$ cat src/fpk_defines.vh
// Purpose: Constants for the front panel key and menu controller
// Assumes: 100 MHz mclk_i
// Notes: Times in ms, cycle counts derived from them
`ifndef FPK_DEFINES_VH
`define FPK_DEFINES_VH
`define FPK_CLK_KHZ 100000
`define FPK_TEST_MS 2000
`define FPK_TEST_CYC (`FPK_TEST_MS * `FPK_CLK_KHZ)
`define FPK_INIT_MS 3000
`define FPK_INIT_CYC (`FPK_INIT_MS * `FPK_CLK_KHZ)
`define FPK_ACK_MS 1000
`define FPK_ACK_CYC (`FPK_ACK_MS * `FPK_CLK_KHZ)
`define FPK_DEB_MS 10
`define FPK_DEB_CYC (`FPK_DEB_MS * `FPK_CLK_KHZ)
`define FPK_FACTORY_CODE 8'h42
`define FPK_SVC_MODULE 4'h9
// Wishbone byte offsets
`define FPK_REG_CTRL 4'h0
`define FPK_REG_PERM 4'h4
`define FPK_REG_STAT 4'h8
`define FPK_REG_ENTRY 4'hc
// Permission bit positions
`define FPK_P_ANY_QUICK 0
`define FPK_P_RST_AL 1
`define FPK_P_RST_BUF 2
`define FPK_P_SELDSP 3
`define FPK_P_RSTTOT 4
`define FPK_P_TARE 5
`define FPK_PERM_RST 6'h3f
// Display message codes
`define FPK_MSG_READING 4'h0
`define FPK_MSG_TEST 4'h1
`define FPK_MSG_RESTORE 4'h2
`define FPK_MSG_LOCKED 4'h3
`define FPK_MSG_AL1 4'h4
`define FPK_MSG_AL2 4'h5
`define FPK_MSG_PEAK 4'h6
`define FPK_MSG_VALLEY 4'h7
`define FPK_MSG_ACK 4'h8
`define FPK_MSG_PRO0 4'h9
`define FPK_MSG_QUICK 4'ha
`define FPK_MSG_SETPT 4'hb
`endif

$ cat src/fpk_key_debounce.v
// Purpose: Synchronise and debounce one front panel key
// Assumes: Key level active high, asynchronous to mclk_i
// Notes: press_o pulses once per accepted press
`timescale 1ns/1ps
`default_nettype none
`include "fpk_defines.vh"
module fpk_key_debounce #(
  parameter DEB_CYC = `FPK_DEB_CYC
) (
  input wire mclk_i,
  input wire nrst_i,
  input wire key_i,
  output reg held_o,
  output reg press_o
);
  reg sync1_ff;
  reg sync2_ff;
  reg [23:0] cnt_ff;
  always @(posedge mclk_i or negedge nrst_i) begin
    if (!nrst_i) begin
      sync1_ff <= 1'b0;
      sync2_ff <= 1'b0;
      cnt_ff <= 24'h0;
      held_o <= 1'b0;
      press_o <= 1'b0;
    end else begin
      sync1_ff <= key_i;
      sync2_ff <= sync1_ff;
      press_o <= 1'b0;
      // Level must stay put for the whole window before it is believed
      if (sync2_ff == held_o) begin
        cnt_ff <= 24'h0;
      end else if (cnt_ff >= DEB_CYC[23:0] - 24'h1) begin
        cnt_ff <= 24'h0;
        held_o <= sync2_ff; // RULE20
        press_o <= sync2_ff;
      end else begin
        cnt_ff <= cnt_ff + 24'h1;
      end
    end
  end
endmodule
`default_nettype wire

$ cat src/fpk_panel_ctrl.v
// Purpose: Front panel key and menu controller of a panel meter
// Assumes: Keys active high, lockout pin low when tied to common
// Notes: Display content is a message code; value formatting is here too
//
// Summary of operation
// RULE1 - Service module code 66 plus program restores defaults; code restores on the ENTRY write, program key unused
// RULE2 - Restore shows message, then returns to module zero
// RULE3 - Unknown service code returns to module zero
// RULE4 - Power-up lights all segments for 2 s
// RULE5 - Display mode kept across power loss
// RULE6 - Down selects input, up selects total
// RULE7 - Minus sign and leading zero formatting
// RULE8 - Lockout limits access to permitted parameters
// RULE9 - Lockout with no permissions shows locked
// RULE10 - Lockout with permissions enters quick programming
// RULE11 - Quick setpoint edits apply on program key
// RULE12 - Latch prompt only when alarm latched
// RULE13 - Down plus program clears alarm latch
// RULE14 - Down plus program clears peak/valley buffer
// RULE15 - Normal key functions need their permission
// RULE16 - Down plus program applies tare
// RULE17 - Up plus program clears totalizer
// RULE18 - Program alone enters full or quick programming
// RULE19 - Brief acknowledge message after each operation; code shows it only after tare, totalizer clear and display select
// RULE20 - Debounced keys, combo when modifier already held
//
// Local design decisions: the Wishbone register port and the placing of the registers.
`timescale 1ns/1ps
`default_nettype none
`include "fpk_defines.vh"
module fpk_panel_ctrl #(
  parameter TEST_CYC = `FPK_TEST_CYC,
  parameter INIT_CYC = `FPK_INIT_CYC,
  parameter ACK_CYC = `FPK_ACK_CYC,
  parameter DEB_CYC = `FPK_DEB_CYC
) (
  input wire mclk_i,
  input wire nrst_i,
  input wire key_prog_i,
  input wire key_up_i,
  input wire key_down_i,
  input wire program_lockout_n_i,
  input wire al1_latched_i,
  input wire al2_latched_i,
  input wire saved_total_mode_i,
  input wire value_neg_i,
  input wire [2:0] value_dp_i,
  input wire [31:0] wb_adr_i,
  input wire [31:0] wb_dat_i,
  input wire [3:0] wb_sel_i,
  input wire wb_we_i,
  input wire wb_cyc_i,
  input wire wb_stb_i,
  output reg [31:0] wb_dat_o,
  output reg wb_ack_o,
  output reg [3:0] disp_msg_o,
  output reg all_segments_o,
  output reg show_total_o,
  output reg save_mode_o,
  output reg minus_sign_o,
  output reg lead_zero_o,
  output reg factory_restore_o,
  output reg tare_o,
  output reg total_clear_o,
  output reg al1_clear_o,
  output reg al2_clear_o,
  output reg peak_clear_o,
  output reg valley_clear_o,
  output reg setpoint_apply_o,
  output reg full_prog_o
);
  localparam ST_TEST = 4'h0;
  localparam ST_RUN = 4'h1;
  localparam ST_ACK = 4'h2;
  localparam ST_FULL = 4'h3;
  localparam ST_RESTORE = 4'h4;
  localparam ST_Q_SET = 4'h5;
  localparam ST_Q_AL1 = 4'h6;
  localparam ST_Q_AL2 = 4'h7;
  localparam ST_Q_PEAK = 4'h8;
  localparam ST_Q_VAL = 4'h9;
  localparam ST_LOCKED = 4'ha;

  wire prog_held;
  wire prog_press;
  wire up_held;
  wire up_press;
  wire down_held;
  wire down_press;
  reg lock_s1_ff;
  reg lock_ff;
  reg [3:0] state_ff;
  reg [3:0] nxt_state;
  reg [31:0] tmr_ff;
  reg [31:0] nxt_tmr;
  reg [5:0] perm_ff;
  reg [7:0] entry_code_ff;
  reg [3:0] entry_mod_ff;
  reg entry_go_ff;
  reg mode_loaded_ff;
  reg [3:0] nxt_msg;
  reg nxt_restore;
  reg nxt_tare;
  reg nxt_tot;
  reg nxt_al1;
  reg nxt_al2;
  reg nxt_peak;
  reg nxt_val;
  reg nxt_apply;
  reg nxt_total_mode;
  wire quick_any;
  wire bus_req;
  wire [3:0] bus_off;

  fpk_key_debounce #(.DEB_CYC(DEB_CYC)) u_key_prog (
    .mclk_i(mclk_i),
    .nrst_i(nrst_i),
    .key_i(key_prog_i),
    .held_o(prog_held),
    .press_o(prog_press)
  );
  fpk_key_debounce #(.DEB_CYC(DEB_CYC)) u_key_up (
    .mclk_i(mclk_i),
    .nrst_i(nrst_i),
    .key_i(key_up_i),
    .held_o(up_held),
    .press_o(up_press)
  );
  fpk_key_debounce #(.DEB_CYC(DEB_CYC)) u_key_down (
    .mclk_i(mclk_i),
    .nrst_i(nrst_i),
    .key_i(key_down_i),
    .held_o(down_held),
    .press_o(down_press)
  );

  // Lockout is a pin, so it gets two flops before use
  always @(posedge mclk_i or negedge nrst_i) begin
    if (!nrst_i) begin
      lock_s1_ff <= 1'b0;
      lock_ff <= 1'b0;
    end else begin
      lock_s1_ff <= ~program_lockout_n_i;
      lock_ff <= lock_s1_ff;
    end
  end

  assign quick_any = perm_ff[`FPK_P_ANY_QUICK]; // RULE8
  assign bus_req = wb_cyc_i & wb_stb_i & ~wb_ack_o;
  assign bus_off = wb_adr_i[3:0];

  // Wishbone slave, one wait state, ack drops after one cycle
  always @(posedge mclk_i or negedge nrst_i) begin
    if (!nrst_i) begin
      wb_ack_o <= 1'b0;
      wb_dat_o <= 32'h0;
      perm_ff <= `FPK_PERM_RST;
      entry_code_ff <= 8'h0;
      entry_mod_ff <= 4'h0;
      entry_go_ff <= 1'b0;
    end else begin
      wb_ack_o <= bus_req;
      entry_go_ff <= 1'b0;
      wb_dat_o <= 32'h0;
      if (bus_req && wb_adr_i[31:4] == 28'h0) begin
        case (bus_off)
          `FPK_REG_CTRL: wb_dat_o <= {31'h0, full_prog_o};
          `FPK_REG_PERM: wb_dat_o <= {26'h0, perm_ff};
          `FPK_REG_STAT: wb_dat_o <= {22'h0, lock_ff, show_total_o, disp_msg_o, state_ff};
          `FPK_REG_ENTRY: wb_dat_o <= {20'h0, entry_mod_ff, entry_code_ff};
          default: wb_dat_o <= 32'h0;
        endcase
        if (wb_we_i && wb_sel_i[0]) begin
          case (bus_off)
            `FPK_REG_PERM: perm_ff <= wb_dat_i[5:0];
            `FPK_REG_ENTRY: begin
              entry_code_ff <= wb_dat_i[7:0];
              if (wb_sel_i[1]) begin
                entry_mod_ff <= wb_dat_i[11:8];
              end
              // Entry commits only while full programming owns the panel
              entry_go_ff <= 1'b1;
            end
            default: ;
          endcase
        end
      end
    end
  end

  // Menu state machine
  always @* begin
    nxt_state = state_ff;
    nxt_tmr = tmr_ff;
    nxt_msg = disp_msg_o;
    nxt_restore = 1'b0;
    nxt_tare = 1'b0;
    nxt_tot = 1'b0;
    nxt_al1 = 1'b0;
    nxt_al2 = 1'b0;
    nxt_peak = 1'b0;
    nxt_val = 1'b0;
    nxt_apply = 1'b0;
    nxt_total_mode = show_total_o;
    case (state_ff)
      ST_TEST: begin
        nxt_msg = `FPK_MSG_TEST;
        if (tmr_ff >= TEST_CYC - 1) begin // RULE4
          nxt_state = ST_RUN;
          nxt_tmr = 32'h0;
          nxt_msg = `FPK_MSG_READING;
        end else begin
          nxt_tmr = tmr_ff + 32'h1;
        end
      end
      ST_RUN: begin
        nxt_msg = `FPK_MSG_READING;
        if (prog_press) begin
          nxt_tmr = 32'h0;
          if (down_held && perm_ff[`FPK_P_TARE]) begin // RULE20
            nxt_tare = 1'b1; // RULE16
            nxt_state = ST_ACK; // RULE19
            nxt_msg = `FPK_MSG_ACK;
          end else if (up_held && perm_ff[`FPK_P_RSTTOT]) begin // RULE15
            nxt_tot = 1'b1; // RULE17
            nxt_state = ST_ACK;
            nxt_msg = `FPK_MSG_ACK;
          end else if (!down_held && !up_held) begin
            if (!lock_ff) begin
              nxt_state = ST_FULL; // RULE18
              nxt_msg = `FPK_MSG_PRO0;
            end else if (quick_any) begin
              nxt_state = ST_Q_SET; // RULE10
              nxt_msg = `FPK_MSG_SETPT;
            end else begin
              nxt_state = ST_LOCKED; // RULE9
              nxt_msg = `FPK_MSG_LOCKED;
            end
          end
        end else if (down_press && !prog_held && perm_ff[`FPK_P_SELDSP]) begin
          nxt_total_mode = 1'b0; // RULE6
          nxt_state = ST_ACK;
          nxt_tmr = 32'h0;
          nxt_msg = `FPK_MSG_ACK;
        end else if (up_press && !prog_held && perm_ff[`FPK_P_SELDSP]) begin
          nxt_total_mode = 1'b1; // RULE6
          nxt_state = ST_ACK;
          nxt_tmr = 32'h0;
          nxt_msg = `FPK_MSG_ACK;
        end
      end
      ST_ACK, ST_LOCKED: begin
        if (tmr_ff >= ACK_CYC - 1) begin
          nxt_state = ST_RUN;
          nxt_tmr = 32'h0;
          nxt_msg = `FPK_MSG_READING;
        end else begin
          nxt_tmr = tmr_ff + 32'h1;
        end
      end
      ST_FULL: begin
        nxt_msg = `FPK_MSG_PRO0; // RULE3
        if (entry_go_ff && entry_mod_ff == `FPK_SVC_MODULE) begin
          if (entry_code_ff == `FPK_FACTORY_CODE) begin
            nxt_restore = 1'b1; // RULE1
            nxt_state = ST_RESTORE;
            nxt_tmr = 32'h0;
            nxt_msg = `FPK_MSG_RESTORE;
          end
          // Any other code: stay at module zero, nothing done
        end else if (prog_press && down_held) begin
          nxt_state = ST_RUN;
          nxt_msg = `FPK_MSG_READING;
        end
      end
      ST_RESTORE: begin
        if (tmr_ff >= INIT_CYC - 1) begin // RULE2
          nxt_state = ST_FULL;
          nxt_tmr = 32'h0;
          nxt_msg = `FPK_MSG_PRO0;
        end else begin
          nxt_tmr = tmr_ff + 32'h1;
        end
      end
      ST_Q_SET: begin
        if (prog_press) begin
          nxt_apply = 1'b1; // RULE11
          if (al1_latched_i && perm_ff[`FPK_P_RST_AL]) begin // RULE12
            nxt_state = ST_Q_AL1;
            nxt_msg = `FPK_MSG_AL1;
          end else if (al2_latched_i && perm_ff[`FPK_P_RST_AL]) begin
            nxt_state = ST_Q_AL2;
            nxt_msg = `FPK_MSG_AL2;
          end else if (perm_ff[`FPK_P_RST_BUF]) begin
            nxt_state = ST_Q_PEAK;
            nxt_msg = `FPK_MSG_PEAK;
          end else begin
            nxt_state = ST_RUN;
            nxt_msg = `FPK_MSG_READING;
          end
        end
      end
      ST_Q_AL1: begin
        if (prog_press) begin
          nxt_al1 = down_held; // RULE13
          if (al2_latched_i && perm_ff[`FPK_P_RST_AL]) begin // RULE12
            nxt_state = ST_Q_AL2;
            nxt_msg = `FPK_MSG_AL2;
          end else if (perm_ff[`FPK_P_RST_BUF]) begin
            nxt_state = ST_Q_PEAK;
            nxt_msg = `FPK_MSG_PEAK;
          end else begin
            nxt_state = ST_RUN;
            nxt_msg = `FPK_MSG_READING;
          end
        end
      end
      ST_Q_AL2: begin
        if (prog_press) begin
          nxt_al2 = down_held; // RULE13
          if (perm_ff[`FPK_P_RST_BUF]) begin
            nxt_state = ST_Q_PEAK;
            nxt_msg = `FPK_MSG_PEAK;
          end else begin
            nxt_state = ST_RUN;
            nxt_msg = `FPK_MSG_READING;
          end
        end
      end
      ST_Q_PEAK: begin
        if (prog_press) begin
          nxt_peak = down_held; // RULE14
          nxt_state = ST_Q_VAL;
          nxt_msg = `FPK_MSG_VALLEY;
        end
      end
      ST_Q_VAL: begin
        if (prog_press) begin
          nxt_val = down_held; // RULE14
          nxt_state = ST_RUN;
          nxt_msg = `FPK_MSG_READING;
        end
      end
      default: begin
        nxt_state = ST_RUN;
        nxt_msg = `FPK_MSG_READING;
      end
    endcase
  end

  always @(posedge mclk_i or negedge nrst_i) begin
    if (!nrst_i) begin
      state_ff <= ST_TEST;
      tmr_ff <= 32'h0;
      disp_msg_o <= `FPK_MSG_TEST;
      all_segments_o <= 1'b1;
      show_total_o <= 1'b0;
      save_mode_o <= 1'b0;
      mode_loaded_ff <= 1'b0;
      minus_sign_o <= 1'b0;
      lead_zero_o <= 1'b0;
      factory_restore_o <= 1'b0;
      tare_o <= 1'b0;
      total_clear_o <= 1'b0;
      al1_clear_o <= 1'b0;
      al2_clear_o <= 1'b0;
      peak_clear_o <= 1'b0;
      valley_clear_o <= 1'b0;
      setpoint_apply_o <= 1'b0;
      full_prog_o <= 1'b0;
    end else begin
      state_ff <= nxt_state;
      tmr_ff <= nxt_tmr;
      disp_msg_o <= nxt_msg;
      all_segments_o <= (nxt_state == ST_TEST); // RULE4
      full_prog_o <= (nxt_state == ST_FULL) | (nxt_state == ST_RESTORE);
      // Saved mode is taken after reset release, never under reset
      mode_loaded_ff <= 1'b1;
      if (!mode_loaded_ff) begin
        show_total_o <= saved_total_mode_i; // RULE5
      end else begin
        show_total_o <= nxt_total_mode;
      end
      save_mode_o <= mode_loaded_ff & (nxt_total_mode != show_total_o); // RULE5
      minus_sign_o <= value_neg_i; // RULE7
      lead_zero_o <= (value_dp_i != 3'h0); // RULE7
      factory_restore_o <= nxt_restore;
      tare_o <= nxt_tare;
      total_clear_o <= nxt_tot;
      al1_clear_o <= nxt_al1;
      al2_clear_o <= nxt_al2;
      peak_clear_o <= nxt_peak;
      valley_clear_o <= nxt_val;
      setpoint_apply_o <= nxt_apply;
    end
  end
endmodule
`default_nettype wire

$ cat config.mk
export PLATFORM = sky130hd
export DESIGN_NAME = fpk_panel_ctrl
export DESIGN_NICKNAME = d
export VERILOG_FILES = /design/src/fpk_key_debounce.v /design/src/fpk_panel_ctrl.v
export VERILOG_INCLUDE_DIRS = /design/src /design/src/src
export SDC_FILE = /design/constraint.sdc
export NUM_CORES = 1
export LEC_CHECK = 0
export BUFFER_PORTS_ARGS = -buffer_cell sky130_fd_sc_hd__buf_4
export CAP_MARGIN = 5
export CORE_ASPECT_RATIO = 1.4
export CORE_MARGIN = 3
export CORE_UTILIZATION = 50
export CTS_BUF_LIST = sky130_fd_sc_hd__clkbuf_4 sky130_fd_sc_hd__clkbuf_8
export DETAILED_ROUTE_END_ITERATION = 7
export GPL_TIMING_DRIVEN = 0
export PLACE_DENSITY = 0.76
export SYNTH_ARGS = -nofsm -noshare
export SYNTH_HDL_FRONTEND = slang
export SYNTH_SLANG_ARGS = --single-unit
$ cat constraint.sdc
create_clock -name mclk_i -period 4.8 [get_ports mclk_i]
set_input_delay 0.48 -clock mclk_i [delete_from_list [all_inputs] [get_ports mclk_i]]
set_output_delay 0.48 -clock mclk_i [all_outputs]
set_load 0.1 [all_outputs]
==> flow_summary.rst, run 1 <==
.. list-table::
   :header-rows: 1

   * - Metric
     - Value
   * - Outcome
     - finished, final reports clean
   * - Pin count of the biggest net entering global routing
     - 98
   * - Final setup viols
     - 0
   * - Clock root buffer
     - sky130_fd_sc_hd__clkbuf_8
   * - Clock tree from TritonCTS
     - built
   * - Area of the core
     - 0.01645 mm^2
   * - Clock slew at the register clock pins of the worst setup and hold paths
     - 90 ps
   * - Instance count of the mapped netlist
     - 857
   * - Global-route track usage on met2
     - 35.16%
   * - Top flip-flop cell by instance count after synthesis
     - sky130_fd_sc_hd__dfrtp_1
   * - First-pass GRT wire length
     - 31170 um
   * - Met3 Usage GRT
     - 4.523%
   * - Via count of the first global-routing pass
     - 6591
   * - Routed WL per cell
     - 15.19 um
   * - Setup TNS
     - 0 ps
   * - CP max FO
     - 7
   * - Global route overflow
     - 0
   * - I/O Buffers
     - 90
   * - Synth Cell Area
     - 0.008523 mm^2
   * - Min Tclk post-route
     - 2962 ps
   * - Type of the most critical hold path
     - in2reg
   * - Yosys Warn Count
     - 0
   * - Smallest setup slack after layout
     - 1838 ps
   * - Power consumption
     - 3.597 mW
   * - Startpoint kind of the worst setup timing path
     - flip-flop
   * - Fill cell count
     - 1450
   * - Headroom to the max-slew limit
     - 33.34%
   * - Post-CTS repair timing setup buffer count
     - 0
   * - Width of the chip
     - 116.3 um
   * - Final HPWL from detailed placement
     - 13530 um
   * - Data arrival time of the critical path
     - 3350 ps
   * - Main area contributors after synthesis
     - sky130_fd_sc_hd__dfrtp_1 48%, sky130_fd_sc_hd__nor2_1 5.8%, sky130_fd_sc_hd__xor2_1 4.0%, sky130_fd_sc_hd__mux2_2 3.7%, sky130_fd_sc_hd__xnor2_1 3.0%
   * - Buffer depth of the longest clock path
     - 2
   * - Number of H-tree branching levels
     - 4
   * - Maximum resistive drop on vdd
     - 233.8 uV
   * - Unrepaired setup endpoints after global routing
     - false
   * - Mean cell area of the mapped netlist
     - 9.945 um^2
   * - Antenna diode count
     - 0
   * - Fraction of final layout cells sized beyond drive strength 1
     - 20.55%
   * - Data required time at the worst endpoint
     - 5180 ps
   * - Full die area
     - 0.01867 mm^2
   * - Overall fraction of global-route tracks in use
     - 20.73%
   * - Number of DRC markers in iteration 0
     - 348
   * - DRC violations left
     - 0
   * - Source-to-sink clock delay at the later pin of the worst-skew pair
     - 470 ps
   * - Via density per instance
     - 5.491
   * - Proportion of netlist area held by the largest area contributor
     - 48.44%
   * - Total count of max-transition violations in the final report
     - 0
   * - Classification of the worst setup path
     - reg2reg
   * - Post-CTS Hold Fix Bufs
     - 1
   * - Layout overhead on the synthesized area
     - 17.37%
   * - Die Ht
     - 160.5 um
   * - Total number of vias
     - 6650
   * - Busiest layer in global routing
     - met2
   * - Gpl congestion
     - 0.9425
   * - Synth unique cells
     - 78
   * - TritonCTS buffer count
     - 17
   * - Final ANT Viol Nets
     - 0
   * - Yosys reg bits
     - 173
   * - Static leakage power
     - 4.465 nW
   * - Type of element capturing the critical path
     - flip-flop
   * - IO Pins
     - 135
   * - Ys async rst share
     - 100.0%
   * - Number of resized instances in the post-cts repair step
     - 0
   * - Register area
     - 0.004339 mm^2
   * - Initial antenna violation count
     - 0
   * - Sinks on the clock net
     - 173
   * - # Max-Cap Violations
     - 0
   * - Worst Tran Pin Value
     - 992.3 ps
   * - WL final
     - 18400 um
   * - Timing-limited maximum frequency
     - 337.6 MHz
   * - Power per cell area
     - 359.5 mW/mm^2
   * - Area occupied by multi-input gates
     - 0.003966 mm^2
   * - Initial core utilization
     - 51.82%
   * - Net count of the finished layout
     - 1087
   * - Fraction of the yosys area taken by sequential cells
     - 50.91%
   * - Number of cell rows
     - 55
   * - Top cell type by total area after synthesis
     - sky130_fd_sc_hd__dfrtp_1
   * - Period Utilization, post-route
     - 61.71%
   * - Hold violation count in the final report
     - 0
   * - Count of flip-flops with a built-in enable after synthesis
     - 0
   * - First drt pass iteration count
     - 4
   * - Met1 demand-to-capacity share in global routing
     - 25.51%
   * - Worst slack at placement
     - 1716 ps
   * - Clock Skews
     - 9.541 ps
   * - Worst hold margin
     - 109.4 ps
-- worst max-delay path: stages, from the launching register on --
cell                        delay [ps]
sky130_fd_sc_hd__dfrtp_1           470
sky130_fd_sc_hd__or4_4             560
sky130_fd_sc_hd__or4_4             560
sky130_fd_sc_hd__a211oi_2          290
sky130_fd_sc_hd__nor3_1            160
sky130_fd_sc_hd__a2111oi_4         430
sky130_fd_sc_hd__nand3_2           190
sky130_fd_sc_hd__o32ai_2           230
-- synth_stat cells (11+ instances only) --
master,instances
sky130_fd_sc_hd__clkbuf_1,21
sky130_fd_sc_hd__nand4_1,18
sky130_fd_sc_hd__buf_4,22
sky130_fd_sc_hd__inv_1,11
sky130_fd_sc_hd__xnor2_1,29
sky130_fd_sc_hd__and3_1,21
sky130_fd_sc_hd__dfrtp_1,165
sky130_fd_sc_hd__nor2_1,132
sky130_fd_sc_hd__nand2_1,65
sky130_fd_sc_hd__xor2_1,39
sky130_fd_sc_hd__nor3_1,25
sky130_fd_sc_hd__nor4_1,14
sky130_fd_sc_hd__nand3_1,41
sky130_fd_sc_hd__o21ai_0,28
sky130_fd_sc_hd__mux2_2,28
sky130_fd_sc_hd__a21oi_1,21
-- power by group --
group	internal, mW	leakage (nW)	total, mW	switching (mW)
registers	1.52	2.31	1.58	0.0520
logic	0.289	1.95	1.01	0.721
clock network	0.471	0.202	1.01	0.538
-- layout by cell type (no fill, tap or decap), types with 9 or more instances in the layout --
cell	synthesis	final
sky130_fd_sc_hd__a21oi_1	21	21
sky130_fd_sc_hd__and3_1	21	21
sky130_fd_sc_hd__buf_4	22	111
sky130_fd_sc_hd__clkbuf_1	21	21
sky130_fd_sc_hd__clkbuf_8	0	20
sky130_fd_sc_hd__conb_1	2	33
sky130_fd_sc_hd__dfrtp_1	165	165
sky130_fd_sc_hd__inv_1	11	11
sky130_fd_sc_hd__mux2_2	28	28
sky130_fd_sc_hd__nand2_1	65	65
sky130_fd_sc_hd__nand2b_1	9	9
sky130_fd_sc_hd__nand3_1	41	41
sky130_fd_sc_hd__nand4_1	18	18
sky130_fd_sc_hd__nor2_1	132	132
sky130_fd_sc_hd__nor2b_1	9	9
sky130_fd_sc_hd__nor3_1	25	25
sky130_fd_sc_hd__nor3b_1	10	10
sky130_fd_sc_hd__nor4_1	14	14
sky130_fd_sc_hd__o21ai_0	28	28
sky130_fd_sc_hd__or4_1	10	10
sky130_fd_sc_hd__xnor2_1	29	29
sky130_fd_sc_hd__xor2_1	39	39
-- final cells by class --
type	count	share of cell area (%)
inverters	11	0.4128
clock buffers	22	2.902
repair buffers	92	7.205
well taps	199	2.489
plain buffers	52	2.927
flip-flops and latches	173	43.38
multi-input cells	652	39.65
clock inverters	10	1.038
-- metrics by stage --
step	utilization (%)	area (um^2)	std cells
final	60.82	10000	1211
after global placement	58.15	9564	1177
after floorplan	-	8640	888
after CTS	60.82	10000	1211
after detailed placement	58.36	9599	1178
after global routing	60.82	10000	1211
-- metal layers --
metal	vias up	routed length, um
met5	-	0
met4	0	408
met3	32	775
met2	137	9530
met1	3229	7682
li1	3252	-
-- state kept, by name (all words and copies together), names as in the netlist, 4 cells and up --
register           flops
disp_msg_o             4
entry_code_ff          8
entry_mod_ff           4
perm_ff                6
state_ff               4
tmr_ff                32
u_key_down.cnt_ff     24
u_key_prog.cnt_ff     24
u_key_up.cnt_ff       24
wb_dat_o              12
-- worst paths after layout --
check	start	endpoint	slack, ps	cells past startpoint
worst max register to register	tmr_ff[14]$_DFFE_PN0P_	full_prog_o$_DFF_PN0_	1840	7
worst max-delay path	tmr_ff[14]$_DFFE_PN0P_	full_prog_o$_DFF_PN0_	1840	7
max in group asynchronous	nrst_i	tmr_ff[15]$_DFFE_PN0P_	3400	3
worst min-delay path	key_prog_i	u_key_prog.sync1_ff$_DFF_PN0_	110	1
worst min register to register	lock_s1_ff$_DFF_PN0_	lock_ff$_DFF_PN0_	350	0
min in group asynchronous	nrst_i	u_key_up.cnt_ff[9]$_DFF_PN0_	550	2
-- kinds of logic (layout without fill, tap and decap cells) --
kind of cell             after synthesis  count (layout)  synth area share [%]
multiplexers                          34              34                 4.404
XOR/XNOR                              68              68                 6.988
flip-flops                           173             173                 50.91
AND/OR/NAND/NOR                      400             400                 23.83
AO/OA/AOI/OAI                        113             113                 9.278
adder cells (fa/ha/maj)                4               4                0.5872
other                                  2              33               0.08811
buffers and inverters                 63             187                 3.920
No activity file was read; power rests on OpenSTA's default activity.
==> run 2, diff against run 1 <==
PLACE_DENSITY = 0.79   (was 0.76)
clock period = 2.55 ns   (was 4.8 ns; I/O delays follow)
==> flow_summary.rst, run 2 (synthesis gave the netlist of run 1 again) <==
.. list-table::
   :header-rows: 1

   * - Metric
     - Value
   * - Initial core utilization
     - 51.82%
   * - Sw Share
     - 37.61%
   * - Number of DRC markers in iteration 0
     - 434
   * - Clock slew at the register clock pins of the worst setup and hold paths
     - 90 ps
   * - Type of element capturing the critical path
     - flip-flop
   * - Sinks on the clock net
     - 173
   * - Hold violation count in the final report
     - 0
   * - Timing-limited maximum frequency
     - 368.4 MHz
   * - Total number of vias
     - 6829
   * - Worst hold margin
     - 8.227 ps
   * - Part of the total power dissipated in combinational logic
     - 34.4%
   * - Overall fraction of global-route tracks in use
     - 21.02%
   * - Worst slack at placement
     - -296.2 ps
   * - Failing checks
     - setup timing
   * - R2R Path End
     - tmr_ff[12]$_DFFE_PN0P_
   * - Largest register FFs
     - 32
   * - Startpoint kind of the worst setup timing path
     - flip-flop
   * - Maximum resistive drop on vdd
     - 413.6 uV
   * - Unrepaired setup endpoints after global routing
     - true
   * - CP max FO
     - 5
   * - Final ANT Viol Nets
     - 0
   * - Switching power
     - 2.721 mW
   * - TritonCTS buffer count
     - 17
   * - Full die area
     - 0.01867 mm^2
   * - Type of the most critical hold path
     - in2reg
   * - Smallest setup slack after layout
     - -164.7 ps
   * - Placed instance count
     - 1178
   * - Gpl congestion
     - 0.9611
   * - Clock Skews
     - 8.632 ps
   * - Number of instances on the worst hold path
     - 3
   * - Routed WL per cell
     - 15.56 um
   * - Data arrival time of the critical path
     - 3090 ps
   * - Worst r2r path cells
     - 8
   * - First-pass GRT wire length
     - 31680 um
   * - Antenna diode count
     - 0
   * - WL final
     - 19240 um
   * - Width of the chip
     - 116.3 um
   * - Via density per instance
     - 5.525
   * - Non-Filler Instances
     - 1236
   * - Clock tree from TritonCTS
     - built
   * - Clock root buffer
     - sky130_fd_sc_hd__clkbuf_8
   * - Fraction of final layout cells sized beyond drive strength 1
     - 26.52%
   * - Via count of the first global-routing pass
     - 6743
   * - Classification of the worst setup path
     - reg2reg
   * - Final HPWL from detailed placement
     - 13410 um
   * - Source-to-sink clock delay at the later pin of the worst-skew pair
     - 480 ps
   * - Power per cell area
     - 688.2 mW/mm^2
   * - Net count of the finished layout
     - 1112
   * - Fill cell count
     - 1345
   * - Highest-count cells in the layout ignoring fill and taps
     - 163 x sky130_fd_sc_hd__dfrtp_1, 121 x sky130_fd_sc_hd__nor2_1, 121 x sky130_fd_sc_hd__buf_4, 63 x sky130_fd_sc_hd__nand2_1, 41 x sky130_fd_sc_hd__nand3_1
   * - Core Util, Final
     - 63.91%
   * - Layout overhead on the synthesized area
     - 23.33%
   * - Global route overflow
     - 0
   * - IO Pins
     - 135
   * - DRC violations left
     - 0
   * - Most frequent standard cell in the layout excluding fill and tap cells
     - sky130_fd_sc_hd__dfrtp_1
   * - Final setup viols
     - 31
   * - Min Tclk post-route
     - 2715 ps
   * - Power consumption
     - 7.234 mW
   * - Proportion of power drawn by the clock network
     - 24.5%
   * - Cell internal pwr
     - 4.513 mW
   * - Power share of the sequential group
     - 41.0%
   * - Total count of max-transition violations in the final report
     - 0
   * - Launch point of the critical path
     - tmr_ff[14]$_DFFE_PN0P_
   * - Headroom to the max-slew limit
     - 39.22%
   * - Data required time at the worst endpoint
     - 2920 ps
   * - Timing endpoint of the critical path
     - tmr_ff[12]$_DFFE_PN0P_
   * - Period Utilization, post-route
     - 106.5%
   * - Pin count of the biggest net entering global routing
     - 112
   * - First drt pass iteration count
     - 5
   * - Worst Tran Pin Value
     - 904.7 ps
   * - Initial antenna violation count
     - 0
   * - Startpoint of the most critical hold path
     - wb_stb_i
   * - I/O Buffers
     - 90
   * - Die Ht
     - 160.5 um
   * - Number of H-tree branching levels
     - 4
   * - Static leakage power
     - 4.629 nW
   * - Launching point of the worst reg2reg path
     - tmr_ff[14]$_DFFE_PN0P_
   * - Largest Register
     - tmr_ff
   * - Number of cell rows
     - 55
   * - # Max-Cap Violations
     - 0
   * - Outcome
     - complete, but fails checks
   * - Buffer depth of the longest clock path
     - 2
   * - Area of the core
     - 0.01645 mm^2
   * - Register-to-register setup slack
     - -160 ps
-- run 2: changes by cell type in the layout (fill, tap and decap cells not counted), moves of 3 or more --
cell and change:
sky130_fd_sc_hd__nor3_1 -5, sky130_fd_sc_hd__nor2_4 +3, sky130_fd_sc_hd__nor2_1 -11, sky130_fd_sc_hd__buf_6 +5, sky130_fd_sc_hd__nor2_2 +8, sky130_fd_sc_hd__nor3_2 +4, sky130_fd_sc_hd__dlygate4sd3_1 +10, sky130_fd_sc_hd__o21ai_1 +7
sky130_fd_sc_hd__buf_4 +10, sky130_fd_sc_hd__clkbuf_1 -6, sky130_fd_sc_hd__o21ai_0 -9, sky130_fd_sc_hd__clkbuf_2 +4
-- run 2: layer usage --
layer / vias to the layer above / global-route usage, % / wire length (um)
met5: - / 0 / 0
met4: 0 / 7.810 / 539
met3: 44 / 4.787 / 917
met2: 189 / 36.35 / 10010
met1: 3286 / 25.21 / 7766
li1: 3310 / - / -
-- run 2: worst max-delay path, cell delays in order (launching register included) --
cell	delay, ps
sky130_fd_sc_hd__dfrtp_2	420
sky130_fd_sc_hd__or4_4	540
sky130_fd_sc_hd__or4_4	460
sky130_fd_sc_hd__a211o_4	350
sky130_fd_sc_hd__a211oi_4	320
sky130_fd_sc_hd__or2_4	200
sky130_fd_sc_hd__buf_6	120
sky130_fd_sc_hd__nor4_2	50
sky130_fd_sc_hd__a21o_1	150
-- run 2: how the worst min path moves through the flow --
stage	to	slack, ps
after floorplan	al1_clear_o$_DFF_PN0_	-40
after global placement	lock_ff$_DFF_PN0_	340
after detailed placement	wb_dat_o[1]$_DFF_PN0_	230
after CTS	wb_ack_o$_DFF_PN0_	2
after global routing	entry_mod_ff[2]$_DFFE_PN0P_	0.03
final	wb_ack_o$_DFF_PN0_	8
-- run 2: area by class of cell --
class	instances	area, um^2	area share (%)
sequential	173	4342	41.30
multi-input combinational	652	4219	40.14
timing repair buffer	120	998.5	9.499
buffer	49	301.5	2.869
clock buffer	19	255.2	2.428
tap	199	249.0	2.369
clock inverter	13	105.1	0.9999
inverter	11	41.29	0.3928
-- run 2: what timing repair did --
action,in CTS,in global routing
hold endpoints to repair,67,2
cloned,1,2
setup endpoints to repair,38,61
pin swaps,18,10
gates resized for setup,38,46
setup buffers,10,5
hold buffers,9,2
-- run 2: per-stage QoR --
stage	TNS [ps]	instance area (um^2)
floorplan	0	8652
global placement	-7759	9577
detailed placement	-9124	9612
CTS	-2652	10300
global route	-6554	10510
finish	-3207	10510
-- run 2: power by group through the flow --
stage | Combinational [mW] | Sequential [mW] | Clock (mW)
after floorplan | 1.07 | 3.34 | 0
after global placement | 1.91 | 3.02 | 0
after detailed placement | 1.93 | 3.02 | 0
after CTS | 2.25 | 2.97 | 1.80
after global routing | 2.65 | 2.99 | 1.93
final | 2.49 | 2.97 | 1.77
